### config.mk
export PLATFORM = sky130hd
export DESIGN_NAME = lasd_decoder
export DESIGN_NICKNAME = d
export VERILOG_FILES = /design/src/rtl/lasd_pkg.sv /design/src/rtl/lasd_window.sv /design/src/rtl/lasd_decoder.sv
export SDC_FILE = /design/constraint.sdc
export NUM_CORES = 1
export LEC_CHECK = 0
export ABC_CLOCK_PERIOD_IN_PS = 2000
export BUFFER_PORTS_ARGS = -buffer_cell sky130_fd_sc_hd__buf_2
export CAP_MARGIN = 30
export CORE_UTILIZATION = 35
export DETAILED_ROUTE_END_ITERATION = 7
export PLACE_DENSITY = 0.76
export SLEW_MARGIN = 10
export SYNTH_ARGS = -nofsm -noshare
export SYNTH_HDL_FRONTEND = slang
export SYNTH_SLANG_ARGS = --single-unit
### constraint.sdc
create_clock -name CLOCK_I -period 2 [get_ports CLOCK_I]
set_clock_uncertainty 0.1 [all_clocks]
set_input_delay 0.2 -clock CLOCK_I [delete_from_list [all_inputs] [get_ports CLOCK_I]]
set_output_delay 0.2 -clock CLOCK_I [all_outputs]
set_load 0.02 [all_outputs]
### src/rtl/lasd_pkg.sv
/*
  package for the logical address space decoder: region bounds, mode codes
  and sub-area placement constants.
  assumes: nothing beyond a systemverilog compiler.
*/
package lasd_pkg;
  // address width and region field position
  localparam int unsigned ADDR_W    = 32;
  localparam int unsigned REG_MSB   = 31;
  localparam int unsigned REG_LSB   = 30;

  // region bounds
  localparam logic [31:0] USER_LO   = 32'h0000_0000;
  localparam logic [31:0] USER_HI   = 32'h7fff_ffff;
  localparam logic [31:0] BOOT_LO   = 32'h8000_0000;
  localparam logic [31:0] BOOT_HI   = 32'hbfff_ffff;
  localparam logic [31:0] SYS_LO    = 32'hc000_0000;
  localparam logic [31:0] SYS_HI    = 32'hffff_ffff;

  // region codes from the top two address bits
  typedef enum logic [1:0] {
    RGN_USER0 = 2'h0,
    RGN_USER1 = 2'h1,
    RGN_BOOT  = 2'h2,
    RGN_SYS   = 2'h3
  } lasd_region_e;

  // operating modes as {mode_select_low, mode_select_high}
  typedef enum logic [1:0] {
    MODE_SINGLE = 2'h0,
    MODE_EXT    = 2'h1,
    MODE_PROC   = 2'h2,
    MODE_RSVD   = 2'h3
  } lasd_mode_e;

  // sub-area placement inside the user region (plain defaults)
  localparam logic [31:0] ROM_BASE    = 32'h0000_0000;
  localparam logic [31:0] ROM_SIZE    = 32'h0008_0000;
  localparam logic [31:0] PERI_BASE   = 32'h0080_0000;
  localparam logic [31:0] PERI_SIZE   = 32'h0000_4000;
  localparam logic [31:0] RAM_BASE    = 32'h0080_4000;
  localparam logic [31:0] RAM_SIZE    = 32'h0000_4000;
  localparam logic [31:0] EXT_BASE_SC = 32'h0010_0000;
  localparam logic [31:0] EXT_BASE_PR = 32'h0000_0000;
  localparam logic [31:0] EXT_SIZE    = 32'h0020_0000;
  localparam logic [31:0] ROM_BASE_EX = 32'h0000_0000;
endpackage

### src/rtl/lasd_window.sv
/*
  window compare: flags an address that falls in [base, base+size).
  assumes: base+size does not wrap past the top of the address space.
*/
`timescale 1ns/10ps
`default_nettype none
module lasd_window (
  // compare inputs
  input  wire logic [31:0] addr_i,
  input  wire logic [31:0] base_i,
  input  wire logic [31:0] size_i,
  input  wire logic        en_i,
  // result
  output logic             hit_o
);
  logic [32:0] top;

  // upper bound kept one bit wider to avoid wrap
  assign top   = {1'b0, base_i} + {1'b0, size_i};
  assign hit_o = en_i && (addr_i >= base_i) && ({1'b0, addr_i} < top);
endmodule
`default_nettype wire

### src/rtl/lasd_decoder.sv
/*
  logical address space decoder: registered region and sub-area selects for
  each address the cpu core presents, with mode-dependent placement of user
  rom and the external extended area.
  assumes: address, valid and mode pins are synchronous to CLOCK_I; mode pins
  are steady while addresses are issued.
*/
// Function
// - every address is handled as one full 32-bit linear quantity.
// - addresses 0000_0000 to 7fff_ffff select the 2-gbyte user region.
// - the user region offers rom, external, ram and peripheral selects.
// - user rom and external area placement follows the operating mode.
// - addresses 8000_0000 to bfff_ffff select the 1-gbyte boot region.
// - the boot region selects the on-board flash programming program.
// - addresses c000_0000 to ffff_ffff select the 1-gbyte system region.
// - three modes exist, chosen by the levels on the two mode pins.
// - mode pins 00 single-chip, 01 external, 10 processor, 11 reserved.
`timescale 1ns/10ps
`default_nettype none
module lasd_decoder (
  // clock and reset
  input  wire logic        CLOCK_I,
  input  wire logic        SYS_RST_I,
  // cpu address request
  input  wire logic [31:0] ADDR_I,
  input  wire logic        ADDR_VALID_I,
  // mode pins
  input  wire logic        MODE_SELECT_LOW_I,
  input  wire logic        MODE_SELECT_HIGH_I,
  // region selects
  output logic             SEL_USER_O,
  output logic             SEL_BOOT_O,
  output logic             SEL_SYS_O,
  // user sub-area selects
  output logic             SEL_ROM_O,
  output logic             SEL_EXT_O,
  output logic             SEL_RAM_O,
  output logic             SEL_PERI_O,
  output logic             SEL_NONE_O,
  // status
  output logic             MODE_RSVD_O,
  output logic [1:0]       MODE_O,
  output logic             SEL_VALID_O
);
  lasd_pkg::lasd_mode_e   mode;
  lasd_pkg::lasd_region_e region;
  logic        rom_en, ext_en;
  logic [31:0] rom_base, ext_base;
  logic        hit_rom, hit_ext, hit_ram, hit_peri;
  logic        user, boot, sys;
  logic        rom_d, ext_d, ram_d, peri_d, none_d;
  logic        user_d, boot_d, sys_d, vld_d, rsvd_d;
  logic [1:0]  mode_d;
  logic        rom_q, ext_q, ram_q, peri_q, none_q;
  logic        user_q, boot_q, sys_q, vld_q, rsvd_q;
  logic [1:0]  mode_q;

  // mode from pin pair, first pin is the high code bit
  assign mode = lasd_pkg::lasd_mode_e'({MODE_SELECT_LOW_I,
                                        MODE_SELECT_HIGH_I});

  // region from the top two bits of the full 32-bit address
  assign region = lasd_pkg::lasd_region_e'(
    ADDR_I[lasd_pkg::REG_MSB:lasd_pkg::REG_LSB]);

  // placement of rom and external area per mode
  always_comb begin
    rom_en   = 1'b0;
    ext_en   = 1'b0;
    rom_base = lasd_pkg::ROM_BASE;
    ext_base = lasd_pkg::EXT_BASE_SC;
    case (mode)
      lasd_pkg::MODE_SINGLE: begin
        rom_en = 1'b1;
      end
      lasd_pkg::MODE_EXT: begin
        rom_en   = 1'b1;
        ext_en   = 1'b1;
        rom_base = lasd_pkg::ROM_BASE_EX;
        ext_base = lasd_pkg::EXT_BASE_SC;
      end
      lasd_pkg::MODE_PROC: begin
        ext_en   = 1'b1;
        ext_base = lasd_pkg::EXT_BASE_PR;
      end
      default: begin
        rom_en = 1'b0;
        ext_en = 1'b0;
      end
    endcase
  end

  // sub-area windows inside the user region
  lasd_window u_rom (
    .addr_i (ADDR_I),
    .base_i (rom_base),
    .size_i (lasd_pkg::ROM_SIZE),
    .en_i   (rom_en),
    .hit_o  (hit_rom)
  );
  lasd_window u_ext (
    .addr_i (ADDR_I),
    .base_i (ext_base),
    .size_i (lasd_pkg::EXT_SIZE),
    .en_i   (ext_en),
    .hit_o  (hit_ext)
  );
  lasd_window u_ram (
    .addr_i (ADDR_I),
    .base_i (lasd_pkg::RAM_BASE),
    .size_i (lasd_pkg::RAM_SIZE),
    .en_i   (1'b1),
    .hit_o  (hit_ram)
  );
  lasd_window u_peri (
    .addr_i (ADDR_I),
    .base_i (lasd_pkg::PERI_BASE),
    .size_i (lasd_pkg::PERI_SIZE),
    .en_i   (1'b1),
    .hit_o  (hit_peri)
  );

  // one-hot region decode
  always_comb begin
    user = 1'b0;
    boot = 1'b0;
    sys  = 1'b0;
    case (region)
      lasd_pkg::RGN_USER0,
      lasd_pkg::RGN_USER1: user = 1'b1;
      lasd_pkg::RGN_BOOT:  boot = 1'b1;
      lasd_pkg::RGN_SYS:   sys  = 1'b1;
      default:             user = 1'b0;
    endcase
  end

  // next values: selects in priority ram, peripheral, rom, external
  always_comb begin
    vld_d  = ADDR_VALID_I;
    user_d = ADDR_VALID_I && user;
    boot_d = ADDR_VALID_I && boot;
    sys_d  = ADDR_VALID_I && sys;
    ram_d  = user_d && hit_ram;
    peri_d = user_d && !hit_ram && hit_peri;
    rom_d  = user_d && !hit_ram && !hit_peri && hit_rom;
    ext_d  = user_d && !hit_ram && !hit_peri && !hit_rom && hit_ext;
    none_d = user_d && !hit_ram && !hit_peri && !hit_rom && !hit_ext;
    rsvd_d = (mode == lasd_pkg::MODE_RSVD);
    mode_d = mode;
  end

  // output registers
  always_ff @(posedge CLOCK_I) begin
    if (SYS_RST_I) begin
      vld_q  <= 1'b0;
      user_q <= 1'b0;
      boot_q <= 1'b0;
      sys_q  <= 1'b0;
      ram_q  <= 1'b0;
      peri_q <= 1'b0;
      rom_q  <= 1'b0;
      ext_q  <= 1'b0;
      none_q <= 1'b0;
      rsvd_q <= 1'b0;
      mode_q <= 2'h0;
    end else begin
      vld_q  <= vld_d;
      user_q <= user_d;
      boot_q <= boot_d;
      sys_q  <= sys_d;
      ram_q  <= ram_d;
      peri_q <= peri_d;
      rom_q  <= rom_d;
      ext_q  <= ext_d;
      none_q <= none_d;
      rsvd_q <= rsvd_d;
      mode_q <= mode_d;
    end
  end

  // drive ports
  assign SEL_VALID_O = vld_q;
  assign SEL_USER_O  = user_q;
  assign SEL_BOOT_O  = boot_q;
  assign SEL_SYS_O   = sys_q;
  assign SEL_RAM_O   = ram_q;
  assign SEL_PERI_O  = peri_q;
  assign SEL_ROM_O   = rom_q;
  assign SEL_EXT_O   = ext_q;
  assign SEL_NONE_O  = none_q;
  assign MODE_RSVD_O = rsvd_q;
  assign MODE_O      = mode_q;

  // checks
  one_region_a: assert property (@(posedge CLOCK_I) disable iff (SYS_RST_I)
    vld_q |-> $onehot({user_q, boot_q, sys_q}))
    else $error("region selects not one-hot");
  user_range_a: assert property (@(posedge CLOCK_I) disable iff (SYS_RST_I)
    ADDR_VALID_I && ADDR_I <= lasd_pkg::USER_HI |=> user_q)
    else $error("user address not in user region");
  boot_range_a: assert property (@(posedge CLOCK_I) disable iff (SYS_RST_I)
    ADDR_VALID_I && ADDR_I >= lasd_pkg::BOOT_LO && ADDR_I <= lasd_pkg::BOOT_HI
    |=> boot_q)
    else $error("boot address not in boot region");
  sys_range_a: assert property (@(posedge CLOCK_I) disable iff (SYS_RST_I)
    ADDR_VALID_I && ADDR_I >= lasd_pkg::SYS_LO |=> sys_q)
    else $error("system address not in system region");
  sub_onehot_a: assert property (@(posedge CLOCK_I) disable iff (SYS_RST_I)
    user_q |-> $onehot({ram_q, peri_q, rom_q, ext_q, none_q}))
    else $error("user sub-area selects not one-hot");
  sub_in_user_a: assert property (@(posedge CLOCK_I) disable iff (SYS_RST_I)
    (ram_q || peri_q || rom_q || ext_q) |-> user_q)
    else $error("sub-area select outside user region");
  proc_norom_a: assert property (@(posedge CLOCK_I) disable iff (SYS_RST_I)
    mode_q == lasd_pkg::MODE_PROC |-> !rom_q)
    else $error("user rom selected in processor mode");
  single_noext_a: assert property (@(posedge CLOCK_I) disable iff (SYS_RST_I)
    mode_q == lasd_pkg::MODE_SINGLE |-> !ext_q)
    else $error("external area selected in single-chip mode");
  idle_quiet_a: assert property (@(posedge CLOCK_I) disable iff (SYS_RST_I)
    !ADDR_VALID_I |=> !(user_q || boot_q || sys_q))
    else $error("select raised without a valid address");
  rsvd_flag_a: assert property (@(posedge CLOCK_I) disable iff (SYS_RST_I)
    MODE_SELECT_LOW_I && MODE_SELECT_HIGH_I |=> rsvd_q)
    else $error("reserved mode not flagged");

  // scenarios
  cov_boot_c: cover property (@(posedge CLOCK_I) boot_q);
  cov_sys_c:  cover property (@(posedge CLOCK_I) sys_q);
  cov_ext_c:  cover property (@(posedge CLOCK_I) ext_q);
  cov_peri_ram_c: cover property (@(posedge CLOCK_I) peri_q ##1 ram_q);
  cov_rsvd_c: cover property (@(posedge CLOCK_I) rsvd_q && none_q);
endmodule
`default_nettype wire

* Yosys cells after proc, flatten, opt, wreduce, memory -nomap -nowiden
Cells that the tools add are included. Widths: inputs -> output; s select.
Storage, ports and cells: flip-flop bits (word level) 12, input bits 37, output and inout port bits 12, word-level logic and storage cells 58
Cells by class: add/subtract/negate cells 1, magnitude comparators 8, equal/unequal tests 6, muxes and demuxes 6, reduce and logical (&&, ||, !) cells 26
Operator list (number):
- $ge 32x24->1 const B | 2
- $lt 32x24->1 const B | 2
- $lt 32x33->1 | 1
- $ge 32x1->1 const B | 1
- $ge 32x21->1 | 1
- $lt 32x20->1 const B | 1
- $add 21x22->23 const B | 1
- $mux 21 | 1
- $logic_and 1x1->1 | 17
- $eq 2x2->1 const B | 4
- $reduce_or 2->1 | 3
- $mux 1 | 5
- $eq 2x1->1 const B | 2
- $logic_not 1->1 | 4
- $logic_not 2->1 | 2

* Logic depth before layout (Yosys ltp)
word-level depth 8, depth in mapped cells 8, depth with buffers taken out 8

* By module
From an unflattened synthesis, not the netlist that was laid out.
Second synthesis, totals: cells, all modules 1680, area total of the unflattened synthesis 12857.3 um^2
By module, submodules not included:
- lasd_window at u_ram ... | instances 2, cells an instance 420, area each 3164.3 um^2, sequential area each 0.0 um^2
- lasd_window at u_peri | instances 1, cells an instance 410, area each 3084.2 um^2, sequential area each 0.0 um^2
- lasd_window at u_ext | instances 1, cells an instance 394, area each 3007.9 um^2, sequential area each 0.0 um^2
- lasd_decoder | instances 1, cells an instance 36, area each 436.7 um^2, sequential area each 240.2 um^2

* Worst setup path after synthesis
OpenSTA, ideal clock, no wires.
path kind input -> register, start point input port MODE_SELECT_HIGH_I, end point register ext_q (netlist: SEL_EXT_O), library setup time 0.091 ns, arrival 1.416 ns, data required time 1.809 ns, slack 0.393 ns, stages 8, buffers on the path 0, cells stage by stage inv_1 ha_1 inv_1 ha_1 nor4b_1 nand4_1 o211ai_1 nor4bb_1
Between the ends: word-level cells in the longest chain between the ends 8, elaborated cells on any way between the ends 18, classes of those cells 1 x add/sub; 2 x order compare; 2 x eq/ne; 3 x mux; 10 x reduce/logical
Ends and longest elaborated chain:
- start, declared | RTL line lasd_decoder.sv:29 | input wire logic MODE_SELECT_HIGH_I,
- parallel branches: the longest is 7 deep, another holds $lt 32x33->1
- $logic_and 1x1->1 * | RTL line lasd_decoder.sv:146 | ext_d = user_d && !hit_ram && !hit_peri && !hit_rom && hit_ext;
- end signal, assigned | RTL line lasd_decoder.sv:174 | ext_q <= ext_d;
- end, declared | RTL line lasd_decoder.sv:54 | logic rom_q, ext_q, ram_q, peri_q, none_q;
Mark *: on every way between the ends. A chain may end at the register's enable or synchronous reset.

* Worst setup path in the final report
Ends and elaborated chain as after synthesis.

==> run summary <==
The count of hold-fix buffers inserted at cts came out at 0. Cell internal power was estimated by the tool at between 0.3 and 0.4 mW. The critical path startpoint category is a primary input.

The setup path with the least slack is of type in -> reg. The arrival time of the worst setup path came out at about 1.7 ns. The number of synthesis warnings came out at 0.

The synthesized design devotes to its leading area cell type between 40 and 50% of total area. The slowest library cell on the worst path is sky130_fd_sc_hd__nor4bb_1. The die outline height is ~41 um. The required time of the critical path is 2.07 ns.

The number of nets in the layout is 153. During I/O placement, the number of pins put on the boundary was 49. The analysis attributes to net switching a power of approximately 0.12 mW.

Using the TritonRoute via totals, the vias-per-cell ratio works out to a little under 5. Counting flops with an async set or reset pin after synthesis yields a share of 0%. IR analysis of the VDD net gives a maximum drop of roughly 0.28 mV. The count of final setup violators came out at 0.

Yosys attributes the largest share of cell area to sky130_fd_sc_hd__dfxtp_1, sky130_fd_sc_hd__ha_1, sky130_fd_sc_hd__nor4_1. The post-route DRC violation count is 0. The relative contribution of the clock network to total power came out at 36.4%. The end of the worst hold path is MODE_O[0]. After Yosys synthesis, full adders, half adders and majority gates account for a little under an eighth of the synthesized area. TritonCTS built the clock tree.

The total overflow reported by the global router is 0. The die is 41.2 um wide. The number of rows created at floorplan came out at 13. The number of distinct library cell variants in the gate-level netlist after synthesis is 19. The global-route wire length before repair is roughly 1.7 mm. In this run the worst path has a maximum fanout of 3.

The H-tree depth is 1. The part of the power in registers is roughly 48%. The post-synthesis register bit count came out at 12. The total power came out at ~0.52 mW. Setup total negative slack on the finished layout was measured at 0 ns.

By area, the combinational part of the netlist is dominated by simple AND/OR/NAND/NOR gates. The total standard cell area after synthesis came out at 537 um2. The most instantiated library cell after synthesis is sky130_fd_sc_hd__dfxtp_1.

Setup repair after global routing left no endpoint under its margin. Of the total power, combinational logic draws between 10% and 20%. The origin of the worst setup path is MODE_SELECT_HIGH_I.

The share of total power consumed by net switching came out at between 20% and 30%. The number of instances resized during post-cts repair is 0. At the pin with the least slew margin, the transition time is 0.323 ns. The area of the die came out at around 1700 um2. The proportion of synthesized chip area in sequential cells came out at 44.8%. The worst slew margin relative to its limit came out at between 70% and 80%.

The number of instances in the synthesized netlist is between 50 and 60. The maximum buffer depth of the clock tree is 2. The final number of max-transition violations came to 0. The share of the synthesized area in compound gates (AO/OA/AOI/OAI) came out at 7.46%.

The share of final-layout standard cells stronger than drive strength 1 is around half. The kind of end point of the critical path is a flip-flop. The most used flip-flop cell after synthesis is sky130_fd_sc_hd__dfxtp_1. The post-placement setup slack is roughly 0.07 ns. Across all layers, the routed design uses a little over 600 vias. Measured against the total synthesized area, the mux share comes to 0%. The critical path goes through buf_2 > inv_1 > ha_1 > inv_1 > ha_1 > nor4b_1 > nand4_1 > o211ai_1 > nor4bb_1. The filler-free cell count of the finished design came out at approximately 130. The number of DRC violations after detailed-routing iteration 0 came out at 4. The final antenna diode count came out at 0.

The largest net degree at the start of global routing is 8. The static leakage came out at approximately 0.45 nW. The run finished with clean final reports.

The root cell of the clock tree is sky130_fd_sc_hd__clkbuf_4. Counting every net in the synthesized netlist gives 99. The clock drives 12 sinks. The weighted congestion reported at the end of routability-driven placement is 0.674. The total routing resource utilization after global routing is between 10% and 20%.

By count the netlist is led by sky130_fd_sc_hd__dfxtp_1, sky130_fd_sc_hd__inv_1, sky130_fd_sc_hd__nor2_1. The tool flagged a number of max-cap violations equal to 0. The effective utilization at floorplan came out at between 30% and 40%. The final critical path time including I/O delays and setup came out at 1.65 ns. Based on the critical path, the design can be clocked at up to just over 600 MHz.

The via count of the first global-routing pass was between 400 and 500. In this run the tool buffered the top-level ports with 48 buffer cells. The number of setup buffers added after CTS is 0. The final clock period utilization by the worst path came out at roughly 83%. The average footprint of a synthesized cell came out at 9.42 um2. In this run the most critical hold path is launched from SYS_RST_I. The layout overhead on the synthesized area is 56.9%. The area inside the core boundary came out at 1370 um2. Counting the buffers created by CTS gives 3.

The xor and xnor fraction of the mapped netlist area came out at 0%. For this run, the detailed router's first-pass iteration total came to 4. The post-synthesis share of cell area spent on and, or, nand and nor gates is 31.2%. The placed wire-length estimate came out at 1.09 mm. The clock-pin slew of the registers on the worst-case setup and hold paths is roughly 0.080 ns. The maximum single-stage delay on the critical path is roughly 0.31 ns.

The power density normalized to cell area came out at 614 nW/um2. The number of antenna violations at the first check in global routing is 0. Once placement completed, the tool counted placed cells totaling between 100 and 150. The final count of hold timing violations is 0. The worst hold path passes through 2 cells.

The number of enable flip-flop cells after synthesis came out at 0. sky130_fd_sc_hd__dfxtp_1 takes more of the synthesized area than any other cell. The wire length after detailed routing came out at approximately 1.3 mm. The average wire per cell in the routed design is a little over 10 um. The count of nets left with antenna violations once routing finished came out at 0.

Setup slack closes at 0.350 ns. The worst min-delay path class is in -> reg.
==> registers in the layout (all words and copies together), names as in the netlist <==
register / flops
SEL_USER_O: 1
SEL_BOOT_O: 1
SEL_VALID_O: 1
MODE_RSVD_O: 1
SEL_SYS_O: 1
SEL_EXT_O: 1
MODE_O: 2
SEL_RAM_O: 1
SEL_NONE_O: 1
SEL_PERI_O: 1
SEL_ROM_O: 1
==> area by class of cell <==
| cell class | count | area (um2) |
|---|---|---|
| sequential | 12 | 240 |
| inverter | 7 | 26.3 |
| multi-input combinational | 38 | 270 |
| timing repair buffer | 49 | 250 |
| clock buffer | 4 | 36.3 |
| fill | 136 | 524 |
| tap | 15 | 18.8 |
==> layout by cell type (no fill, tap or decap), drive strengths merged <==
cell type / instances
nand2: 2
nor2: 6
a211oi: 1
dfxtp: 12
nor2b: 2
nand2b: 1
and3: 1
nand3: 1
o211ai: 1
nor3: 3
o211a: 1
ha: 5
o21ai: 3
nand4: 2
nor4bb: 1
dlygate4sd3: 1
nor4: 7
inv: 7
buf: 48
nor4b: 1
clkbuf: 4
==> through the flow <==
step	hold slack (ns)	instance area (um2)	util (%)
finish	0.0233	842	61.6
global route	0.0215	842	61.6
CTS	0.00563	832	60.9
detailed placement	0.293	796	58.2
global placement	0.292	796	58.2
floorplan	0.167	537	-
==> logic make-up after synthesis <==
| family | after synthesis |
|---|---|
| simple gates | 27 |
| flops | 12 |
| buf+inv | 7 |
| fa+ha+maj | 5 |
| compound gates | 6 |
==> metal layers <==
layer | vias up | routed length (um) | GRT usage, % | share of wire [%]
li1 | 310 | - | - | -
met1 | 264 | 456 | 16.1 | 36
met2 | 39 | 657 | 31.3 | 52
met3 | 2 | 134 | 1.63 | 11
met4 | 0 | 10 | 9.68 | 0.79
met5 | - | 0 | 0 | 0
==> worst max-delay path by stage <==
| stage | to | slack (ns) |
|---|---|---|
| floorplan | SEL_EXT_O | 0.39 |
| finish | SEL_EXT_O | 0.35 |
| detailed placement | SEL_EXT_O | 0.07 |
| global route | SEL_EXT_O | 0.15 |
| global placement | SEL_EXT_O | 0.18 |
| CTS | SEL_EXT_O | 0.33 |
==> critical path: cells and delay by family <==
kind	cells	cell delay (ns)
AOI/OAI and AO/OA	1	0.20
adders and majority gates	2	0.40
buffers and inverters	3	0.24
and+or+nand+nor	3	0.67
==> power by group through the flow <==
stage | Clock, mW | Sequential [mW] | Combinational (mW)
floorplan | 0 | 0.261 | 0.0211
global placement | 0 | 0.252 | 0.0792
detailed placement | 0 | 0.253 | 0.0808
CTS | 0.189 | 0.247 | 0.0812
global route | 0.209 | 0.248 | 0.0931
finish | 0.188 | 0.247 | 0.0815
No activity file was read; power rests on OpenSTA's default activity.
